===== config.mk =====
export PLATFORM = sky130hd
export DESIGN_NAME = pwmcps_top
export DESIGN_NICKNAME = d
export VERILOG_FILES = /design/src/logic/pwmcps_core.v /design/src/logic/pwmcps_top.v
export VERILOG_INCLUDE_DIRS = /design/src /design/src/logic
export SDC_FILE = /design/constraint.sdc
export NUM_CORES = 1
export LEC_CHECK = 0
export BUFFER_PORTS_ARGS = -buffer_cell sky130_fd_sc_hd__buf_4
export CAP_MARGIN = 30
export CORE_MARGIN = 2
export CORE_UTILIZATION = 57
export CTS_CLUSTER_DIAMETER = 80
export DETAILED_ROUTE_END_ITERATION = 10
export PLACE_DENSITY = 0.82
export RECOVER_POWER = 25
export SYNTH_ARGS = -nofsm -noshare
export SYNTH_HDL_FRONTEND = slang
export SYNTH_HIERARCHICAL = 1
export SYNTH_SLANG_ARGS = --single-unit
export TNS_END_PERCENT = 10

===== constraint.sdc =====
create_clock -name clk_i -period 5.4 [get_ports clk_i]
set_clock_uncertainty 0.15 [all_clocks]
set_input_delay 1.62 -clock clk_i [delete_from_list [all_inputs] [get_ports clk_i]]
set_output_delay 1.62 -clock clk_i [all_outputs]
set_load 0.005 [all_outputs]

===== src/logic/pwmcps_map.vh =====
`ifndef PWMCPS_MAP_VH
`define PWMCPS_MAP_VH

// Word byte addresses on the Wishbone slave
`define PWMCPS_ADDR_PIN_CFG      16'h1FC0
`define PWMCPS_ADDR_PERIOD       16'h1FB4
`define PWMCPS_ADDR_DUTY0        16'h1FB0
`define PWMCPS_ADDR_DUTY1        16'h1FB8
`define PWMCPS_ADDR_COUNT        16'h1FBC

// Field positions of the output configuration register
`define PWMCPS_BIT_SEL1          12
`define PWMCPS_BIT_SEL0          11
`define PWMCPS_BIT_LVL1          7
`define PWMCPS_BIT_LVL0          6

// Reset values
`define PWMCPS_RST_PIN_CFG       16'h0000
`define PWMCPS_RST_PERIOD        8'h00
`define PWMCPS_RST_DUTY          8'h00
`define PWMCPS_RST_COUNT         8'h00

// State time: core clocks per counter state step
`define PWMCPS_STATE_CLKS        2

`endif


===== src/logic/pwmcps_core.v =====
`timescale 1ns/1ps
`include "pwmcps_map.vh"

// Period down-counter and two duty comparators
module pwmcps_core #(
	parameter WIDTH = 8
) (
	input  wire             clk_i,
	input  wire             rst_i,
	input  wire [WIDTH-1:0] period_i,
	input  wire [WIDTH-1:0] duty0_i,
	input  wire [WIDTH-1:0] duty1_i,
	output reg  [WIDTH-1:0] count_o,
	output reg              out0_o,
	output reg              out1_o
);

	reg  [WIDTH-1:0] cur0_q;
	reg  [WIDTH-1:0] cur1_q;
	reg  [WIDTH-1:0] pre_q;
	reg  [WIDTH-1:0] pos_q;
	reg  [1:0]       st_q;
	wire             step;
	wire             pstart;

	// Two-bit divider: the state time may not exceed four clocks
	localparam [1:0] ST_LAST = `PWMCPS_STATE_CLKS - 1;

	// State-time enable divides the core clock
	assign step   = (st_q == ST_LAST);
	assign pstart = step && (pre_q == 8'h00) && (count_o == 8'h00);

	always @(posedge clk_i) begin
		if (rst_i) begin
			st_q    <= 2'b00;
			pre_q   <= `PWMCPS_RST_PERIOD;
			count_o <= `PWMCPS_RST_COUNT;
			pos_q   <= 8'h00;
			cur0_q  <= `PWMCPS_RST_DUTY;
			cur1_q  <= `PWMCPS_RST_DUTY;
			out0_o  <= 1'b0;
			out1_o  <= 1'b0;
		end else begin
			st_q <= step ? 2'b00 : st_q + 2'b01;
			if (step) begin
				// Counter advances once every period+1 state times
				if (pre_q == 8'h00) begin
					pre_q <= period_i;
					if (count_o == 8'h00) begin
						count_o <= 8'hFF;
						pos_q   <= 8'h00;
					end else begin
						count_o <= count_o - 8'h01;
						pos_q   <= pos_q + 8'h01;
					end
				end else begin
					pre_q <= pre_q - 8'h01;
				end
			end
			// Buffered duty takes effect only at the period start
			if (pstart) begin
				cur0_q <= duty0_i;
				cur1_q <= duty1_i;
			end
			// Zero duty keeps the output low; high for duty counts
			out0_o <= (pos_q < cur0_q);
			out1_o <= (pos_q < cur1_q);
		end
	end

endmodule


===== src/logic/pwmcps_top.v =====
// The Wishbone slave port was left to the implementer.
`timescale 1ns/1ps
`include "pwmcps_map.vh"

// Notes on behaviour
// - Count readback register returns the live down-counter, read-only.
// - Config bit 12 set routes second output to its pin, else port.
// - Config bit 11 set routes first output to its pin, else port.
// - Config bit 7 is the second pin's level in port mode.
// - Config bit 6 is the first pin's level in port mode.
// - Remaining config fields belong to the waveform generator, stored.
// - New duty values wait in a buffer until the next period.
// - Zero duty gives constant low; else high for duty of 256 counter steps.
// - Period register sets state times per counter step.
module pwmcps_top (
	input  wire        clk_i,
	input  wire        rst_i,
	input  wire        wb_cyc_i,
	input  wire        wb_stb_i,
	input  wire        wb_we_i,
	input  wire [15:0] wb_adr_i,
	input  wire [3:0]  wb_sel_i,
	input  wire [31:0] wb_dat_i,
	output reg  [31:0] wb_dat_o,
	output reg         wb_ack_o,
	output reg         wb_err_o,
	output reg         port_six_bit_six_o,
	output reg         port_six_bit_seven_o,
	output reg  [5:0]  wave_fields_o,
	output reg  [7:0]  wave_ctrl_o
);

	reg  [15:0] pin_output_config_q;
	reg  [7:0]  period_q;
	reg  [7:0]  duty0_q;
	reg  [7:0]  duty1_q;
	wire [7:0]  count;
	wire        first_modulator_output;
	wire        second_modulator_output;
	wire        req;
	wire        hit;
	wire        wr;
	wire [7:0]  lo_byte;

	function is_mapped;
		input [15:0] a;
		begin
			is_mapped = (a == `PWMCPS_ADDR_PIN_CFG) ||
			            (a == `PWMCPS_ADDR_PERIOD) ||
			            (a == `PWMCPS_ADDR_DUTY0) ||
			            (a == `PWMCPS_ADDR_DUTY1) ||
			            (a == `PWMCPS_ADDR_COUNT);
		end
	endfunction

	// Single-cycle answer; ack drops the cycle after it was given
	assign req = wb_cyc_i && wb_stb_i && !wb_ack_o && !wb_err_o;
	assign hit = is_mapped(wb_adr_i);
	assign wr  = req && hit && wb_we_i;
	assign lo_byte = wb_dat_i[7:0];

	pwmcps_core #(
		.WIDTH(8)
	) u_core (
		.clk_i   (clk_i),
		.rst_i   (rst_i),
		.period_i(period_q),
		.duty0_i (duty0_q),
		.duty1_i (duty1_q),
		.count_o (count),
		.out0_o  (first_modulator_output),
		.out1_o  (second_modulator_output)
	);

	always @(posedge clk_i) begin
		if (rst_i) begin
			pin_output_config_q <= `PWMCPS_RST_PIN_CFG;
			period_q            <= `PWMCPS_RST_PERIOD;
			duty0_q             <= `PWMCPS_RST_DUTY;
			duty1_q             <= `PWMCPS_RST_DUTY;
			wb_ack_o            <= 1'b0;
			wb_err_o            <= 1'b0;
			wb_dat_o            <= 32'h00000000;
		end else begin
			wb_ack_o <= req && hit;
			wb_err_o <= req && !hit;
			wb_dat_o <= 32'h00000000;
			if (wr) begin
				case (wb_adr_i)
				`PWMCPS_ADDR_PIN_CFG: begin
					// All fields kept, wave fields too
					if (wb_sel_i[0])
						pin_output_config_q[7:0] <= lo_byte;
					if (wb_sel_i[1])
						pin_output_config_q[15:8] <= wb_dat_i[15:8];
				end
				`PWMCPS_ADDR_PERIOD: begin
					if (wb_sel_i[0])
						period_q <= lo_byte;
				end
				`PWMCPS_ADDR_DUTY0: begin
					if (wb_sel_i[0])
						duty0_q <= lo_byte;
				end
				`PWMCPS_ADDR_DUTY1: begin
					if (wb_sel_i[0])
						duty1_q <= lo_byte;
				end
				default: begin
					// Count readback writes are acked and dropped
				end
				endcase
			end
			if (req && hit && !wb_we_i) begin
				case (wb_adr_i)
				`PWMCPS_ADDR_PIN_CFG:
					wb_dat_o <= {16'h0000, pin_output_config_q};
				`PWMCPS_ADDR_PERIOD:
					wb_dat_o <= {24'h000000, period_q};
				`PWMCPS_ADDR_DUTY0:
					wb_dat_o <= {24'h000000, duty0_q};
				`PWMCPS_ADDR_DUTY1:
					wb_dat_o <= {24'h000000, duty1_q};
				`PWMCPS_ADDR_COUNT:
					wb_dat_o <= {24'h000000, count};
				default:
					wb_dat_o <= 32'h00000000;
				endcase
			end
		end
	end

	// Pin mux is registered so the pins change one cycle after the write
	always @(posedge clk_i) begin
		if (rst_i) begin
			port_six_bit_six_o   <= 1'b0;
			port_six_bit_seven_o <= 1'b0;
			wave_fields_o        <= 6'h00;
			wave_ctrl_o          <= 8'h00;
		end else begin
			port_six_bit_six_o <=
				pin_output_config_q[`PWMCPS_BIT_SEL0] ?
				first_modulator_output :
				pin_output_config_q[`PWMCPS_BIT_LVL0];
			port_six_bit_seven_o <=
				pin_output_config_q[`PWMCPS_BIT_SEL1] ?
				second_modulator_output :
				pin_output_config_q[`PWMCPS_BIT_LVL1];
			// Waveform-generator fields handed on untouched
			wave_fields_o <= pin_output_config_q[5:0];
			wave_ctrl_o   <= {2'b00, pin_output_config_q[15:13],
			                  pin_output_config_q[10:8]};
		end
	end

endmodule


==> flow_metrics.tcl, run 1 <==
set metrics [dict create \
    hpwl_mm 8.867 \
    violations "max-capacitance violations, max-slew violations" \
    cp-end-kind "flop" \
    synth-edff-count 0 \
    worst-slew-pin-transition_ns 1.962 \
    firstDrtPassIters 5 \
    worst_slack_ns 1.461 \
    grtUsageMet1 0.3351 \
    leakage_nw 2.761 \
    syn_area_sq_um 5410 \
    avgSynthCellArea_sq_um 9.576 \
    cts_buffer_depth 2 \
    grt_max_degree 108 \
    switching_power_uw 757.9 \
    grt-ovfl-total 0 \
    syn_to_final_growth_pct 20.05 \
    io_buffers 70 \
    crit_arrival_ns 4.23 \
    synthFlopType "dfxtp_1" \
    placed_area_sq_um 5941 \
    hold_class "flop to flop" \
    dieArea_sq_um 10290 \
    grt_pass1_vias 4304 \
    routed_wl_mm 13.03 \
    ctsRootBufferMaster "clkbuf_8" \
    gr-usage-met2 0.4264 \
    p_sw_frac 0.3073 \
    grt_pass1_wl_mm 20.97 \
    antenna_found_initial 0 \
    cts_resized 0 \
    p_comb_frac 0.189 \
    synth_seq_cells 116 \
    ys_seq_area_frac 0.4292 \
    viasPerCell 5.846 \
    first_iter_violations 390 \
    fin_crit_ns 3.939 \
    diodes 0 \
    maxCapViolations 1 \
    crit_path_start_kind "input port" \
    cts_tree "built" \
    hold_viol 0 \
    drc 0 \
    status "finished with violations" \
    row_count 35 \
    ant_nets 0 \
    min_period_over_period 0.7295 \
    cp_slowest_cell "clkbuf_2" \
    setup_viol 0 \
    cts_buffers 17 \
    cp_max_fo 107 \
    htreeDepth 4 \
    critPathKind "input port to flop" \
    p_seq_frac 0.392 \
    rrSetupSlack_ns 2.57 \
    path_clk_slew_ns 0.06 \
    io_pins 107 \
    placed_cells 739 \
    nets 706 \
    drv_slew 108 \
    num_vias 4507 \
    power.internal_mw 1.708 \
    grt_busiest_layer "met2" \
    synthCells 565 \
    required_ns 5.69 \
    cpPeakStageDelay_ns 0.98 \
    synth_cell_types 56 \
    yosysWarnings 6 \
    place.gp.congestion 0.8253 \
    fin_area_sq_um 6495 \
    hold_buffers 0 \
    grtUsageTotal 0.2629 \
    slew_headroom -0.3077 \
    pre_cts_ws_ns 1.219 \
    ir_worst_vdd_mv 0.2145 \
    fp.dieW_microns 101.4 \
    core_sq_um 9240 \
    groute.layer.met3.usage 0.06280 \
    post-cts-setup-buffers 0 \
    grt_setup_unrepaired "no" \
    numClockSinks 116 \
    die_y_microns 101.4 \
    wl_per_cell_microns 16.90 \
    max_freq_mhz 253.8 \
    fin_tns_setup_ns 0 \
    clkPwrFrac 0.419 \
    drive_above_1_share 0.2150 \
    power.density_nw_per_um2 379.7 \
    clock_latency_ns 0.52 \
    start_util 0.5855 \
    hold-worst-slack_ns 0.2759 \
    final_cells 771 \
    path_cells "clkbuf_2 > nand2b_1 > or4b_1 > a21oi_2" \
    async_reset_ff_frac 0 \
]
==> metal layers <==
metal,vias up,routed length (microns)
met5,-,0
met4,0,303
met3,31,905
met2,194,6339
met1,2162,5479
li1,2120,-
==> area by class of cell <==
| class | instances | area [sq um] |
|---|---|---|
| clock buffers | 18 | 427.9 |
| multi-input cells | 395 | 2804 |
| well taps | 129 | 161.4 |
| inverters | 24 | 90.09 |
| clock inverters | 14 | 128.9 |
| repair buffers | 75 | 560.5 |
| flip-flops and latches | 116 | 2322 |
| fillers | 625 | 2745 |
==> path summary, 6_finish.rpt <==
| kind | from | endpoint | depth (start not counted) |
|---|---|---|---|
| max | rst_i | wb_dat_o[2] | 4 |
| min | u_core/st_q[0] | u_core/st_q[0] | 1 |
| max reg2reg | u_core/pre_q[0] | u_core/cur1_q[5] | 7 |
| min reg2reg | u_core/st_q[0] | u_core/st_q[0] | 1 |
==> cells in the mapped netlist, drive strengths merged (6+ instances only) <==
library cell,instances,share of area
and3,16,0.019
dfxtp,116,0.43
a22oi,16,0.022
clkbuf,21,0.015
nand3,26,0.025
nand2b,38,0.044
o21ai,25,0.023
mux2i,44,0.081
or4b,6,0.012
inv,24,0.017
mux2,9,0.019
buf,26,0.035
ha,20,0.046
nand4,6,0.0069
nor2b,17,0.020
a31oi,6,0.0069
nor2,32,0.025
nor3,15,0.017
a21oi,42,0.044
nand2,9,0.0067
==> logic make-up (layout without fill, tap and decap cells) <==
group | Yosys count | count (layout) | synth area share
and+or+nand+nor | 187 | 187 | 0.2162
DFF | 116 | 116 | 0.4292
AOI/OAI and AO/OA | 108 | 108 | 0.1270
buffers and inverters | 71 | 131 | 0.06591
muxes | 53 | 53 | 0.1001
adders and majority gates | 20 | 20 | 0.04625
xor gates and xnor gates | 9 | 9 | 0.01457
other | 1 | 18 | 0.0006931
==> critical path: cells and delay by family <==
family,cells,cell delay [ns]
and+or+nand+nor,2,1.38
buffers and inverters,1,0.98
AOI/OAI and AO/OA,1,0.21
==> through the flow <==
step / power, mW / util
after floorplan: 1.330 / -
after global placement: 1.406 / 0.6429
after detailed placement: 1.428 / 0.6429
after CTS: 2.465 / 0.7032
after global routing: 2.563 / 0.7029
final: 2.466 / 0.7029
==> state kept, by name, summed over array words and instances, names as in the netlist, 2 cells and up <==
name and count:
pin_output_config_q 16, wb_dat_o 16, duty0_q 8, duty1_q 8
period_q 8, u_core/count_o 8, u_core/cur0_q 8, u_core/cur1_q 8
u_core/pos_q 8, u_core/pre_q 8, wave_ctrl_o 6, wave_fields_o 6
u_core/st_q 2
==> layout by cell type (no fill, tap or decap), types with 17 or more instances in the layout <==
| cell | instances |
|---|---|
| ha_1 | 20 |
| a21oi_1 | 34 |
| nor2b_1 | 17 |
| inv_1 | 24 |
| conb_1 | 18 |
| dfxtp_1 | 116 |
| nor2_1 | 31 |
| o21ai_0 | 25 |
| buf_4 | 70 |
| nand3_1 | 25 |
| nand2b_1 | 38 |
| mux2i_1 | 44 |
==> power groups by stage <==
stage | sequential, mW | combinational, mW | clock, mW
after floorplan | 0.959 | 0.372 | 0
after global placement | 0.978 | 0.428 | 0
after detailed placement | 0.980 | 0.448 | 0
after CTS | 0.962 | 0.455 | 1.05
after global routing | 0.970 | 0.507 | 1.09
final | 0.967 | 0.466 | 1.03
(Power assumes the default switching activity.)
==> run 2: changes to the inputs <==
--- a/config.mk
+++ b/config.mk
@@ -6,13 +6,14 @@
 export SDC_FILE = /design/constraint.sdc
 export NUM_CORES = 1
 export LEC_CHECK = 0
+export ABC_AREA = 1
 export BUFFER_PORTS_ARGS = -buffer_cell sky130_fd_sc_hd__buf_4
 export CAP_MARGIN = 30
 export CORE_MARGIN = 2
-export CORE_UTILIZATION = 57
+export CORE_UTILIZATION = 50
 export CTS_CLUSTER_DIAMETER = 80
 export DETAILED_ROUTE_END_ITERATION = 10
-export PLACE_DENSITY = 0.82
+export PLACE_DENSITY = 0.76
 export RECOVER_POWER = 25
 export SYNTH_ARGS = -nofsm -noshare
 export SYNTH_HDL_FRONTEND = slang
==> constraint.sdc (replaced) <==
create_clock -name clk_i -period 3.2 [get_ports clk_i]
set_clock_uncertainty 0.15 [all_clocks]
set_input_delay 0.96 -clock clk_i [delete_from_list [all_inputs] [get_ports clk_i]]
set_output_delay 0.96 -clock clk_i [all_outputs]
set_load 0.005 [all_outputs]
==> flow_metrics.tcl, run 2 <==
set metrics [dict create \
    placed_area_sq_um 6147 \
    synth-simple-area-share 0.3058 \
    place.gp.congestion 0.8683 \
    critPathKind "input port to flop" \
    maxCapViolations 0 \
    synthFlopType "dfxtp_1" \
    layout_common_cells "nand2_1, nor2_1, dfxtp_1" \
    crit_arrival_ns 2.72 \
    yosysTopAreaCell "dfxtp_1" \
    dieArea_sq_um 12150 \
    synth_mux_area_frac 0 \
    cp-end-kind "flop" \
    path_clk_slew_ns 0.06 \
    io_buffers 70 \
    synth_cell_types 37 \
    drc 0 \
    leakage_nw 3.184 \
    hold_buffers 0 \
    crit_path_start_kind "input port" \
    cts_buffers 17 \
    synth_xor_area_frac 0.007762 \
    viasPerCell 4.960 \
    fin_crit_ns 2.596 \
    worst_slack_ns 0.6041 \
    path_buf_inv 2 \
    synth_seq_cells 116 \
    crit_family "buffers and inverters" \
    worst-slew-pin-transition_ns 1.140 \
    num_vias 4935 \
    multi_input_area_sq_um 2696 \
    ant_nets 0 \
    cp_max_fo 24 \
    synth.area.top_cells "dfxtp_1, nand2_1, nor2_1" \
    fin_tns_setup_ns 0 \
    drive_above_1_share 0.1965 \
    routed_wl_mm 12.84 \
    cts_resized 0 \
    fin_area_sq_um 6740 \
    grt-ovfl-total 0 \
    ys_seq_area_frac 0.4116 \
    synth-edff-count 0 \
    synthCells 770 \
    grt_setup_unrepaired "no" \
    row_count 38 \
    min_period_over_period 0.8112 \
    syn_area_sq_um 5642 \
    numClockSinks 116 \
    path_depth 6 \
    cpPeakStageDelay_ns 0.82 \
    fillers 1007 \
    grt_max_degree 27 \
    synthAdderAreaFrac 0.04436 \
    hold-worst-slack_ns 0.2989 \
    top_regs "pin_output_config_q (16), wb_dat_o (16)" \
    slew_headroom 0.2400 \
    power.density_nw_per_um2 770.3 \
    hpwl_mm 9.058 \
    async_reset_ff_frac 0 \
    firstDrtPassIters 5 \
    nets 919 \
    max_freq_mhz 385.2 \
    yosysWarnings 6 \
    grt_pass1_wl_mm 21.50 \
    r2r_cells 8 \
    cts_tree "built" \
    path_cells "clkbuf_1 > clkinv_1 > nand2_1 > a21oi_1 > nand2_2 > a21oi_2" \
    post-cts-setup-buffers 0 \
    layout_commonest_cell "nand2_1" \
    pre_cts_ws_ns 0.4605 \
    hold_class "flop to flop" \
    syn_to_final_growth_pct 19.47 \
    ir_worst_vdd_mv 0.4868 \
    synth_top_area_frac 0.4116 \
    hold_viol 0 \
    required_ns 3.32 \
    start_util 0.5159 \
    diodes 0 \
    fp.dieW_microns 110.2 \
    io_pins 107 \
    ctsRootBufferMaster "clkbuf_16" \
    setup_viol 0 \
    cts_buffer_depth 2 \
    avgSynthCellArea_sq_um 7.327 \
    grtUsageTotal 0.2312 \
    die_y_microns 110.2 \
    area.sequential_sq_um 2322 \
    hold_depth 2 \
    synth_common_cells "nand2_1, nor2_1, dfxtp_1" \
    first_iter_violations 293 \
    htreeDepth 4 \
    wl_per_cell_microns 12.91 \
    synth_compound_area_frac 0.1087 \
    status "finished clean" \
    grt_pass1_vias 4596 \
    synth_top_family_by_area "simple AND/OR/NAND/NOR gates" \
    core_sq_um 10940 \
    utilization 0.6164 \
    antenna_found_initial 0 \
    clock_latency_ns 0.41 \
    yosysMostFrequentCell "nand2_1" \
    drv_slew 0 \
    cp_slowest_cell "clkbuf_1" \
]
## run 2: changes by cell type after synthesis, sizes merged, moves of 8 or more
cell    before  now
inv         24  104
and3        16    0
nor2        32  160
mux2i       44    0
nor2b       17    0
mux2         9    0
nand2b      38    0
clkbuf      21    5
nand2        9  170
a22oi       16    8
o21ai       25   39
## run 2: per-layer routing
| layer | vias to the layer above | share of wire | global-route usage |
|---|---|---|---|
| li1 | 2534 | - | - |
| met1 | 2251 | 0.47 | 0.3051 |
| met2 | 140 | 0.46 | 0.3685 |
| met3 | 10 | 0.068 | 0.07525 |
| met4 | 0 | 0.0085 | 0.05446 |
| met5 | - | 0 | 0 |
## run 2: logic make-up after synthesis
| family | Yosys count |
|---|---|
| XOR/XNOR | 5 |
| buffers and inverters | 142 |
| other | 1 |
| AND/OR/NAND/NOR | 379 |
| AO/OA/AOI/OAI | 107 |
| adder cells (fa/ha/maj) | 20 |
| flip-flops | 116 |
## run 2: worst paths after layout
kind	start	endpoint	slack (ns)
max	rst_i	wb_dat_o[7]	0.60
min reg2reg	pin_output_config_q[4]	wave_fields_o[4]	0.30
min	pin_output_config_q[4]	wave_fields_o[4]	0.30
max reg2reg	u_core/pre_q[0]	u_core/cur1_q[7]	1.24
## run 2: final cells by class
class / count / share of cell area
Sequential cell: 116 / 0.3445
Timing Repair Buffer: 73 / 0.08038
Inverter: 105 / 0.05959
Clock inverter: 14 / 0.02432
Tap cell: 140 / 0.02599
Multi-Input combinational cell: 529 / 0.4000
Clock buffer: 18 / 0.06516
## run 2: per-stage QoR
stage,cells,power [mW]
floorplan,787,3.056
global placement,963,3.253
detailed placement,963,3.280
CTS,995,5.206
global route,995,5.533
finish,995,5.192
## run 2: power breakdown
| part | internal, mW | switching, mW | total, mW |
|---|---|---|---|
| registers | 1.62 | 0.141 | 1.76 |
| logic | 0.517 | 0.993 | 1.51 |
| clock network | 1.19 | 0.731 | 1.92 |
## run 2: worst register-to-register path, stage by stage, from the launching register on
cell,delay (ns)
dfxtp_1,0.31
inv_1,0.11
ha_1,0.18
nand3_2,0.11
nor2_4,0.18
nand2_4,0.17
nor2_4,0.37
o21ai_0,0.18
nor2_1,0.14
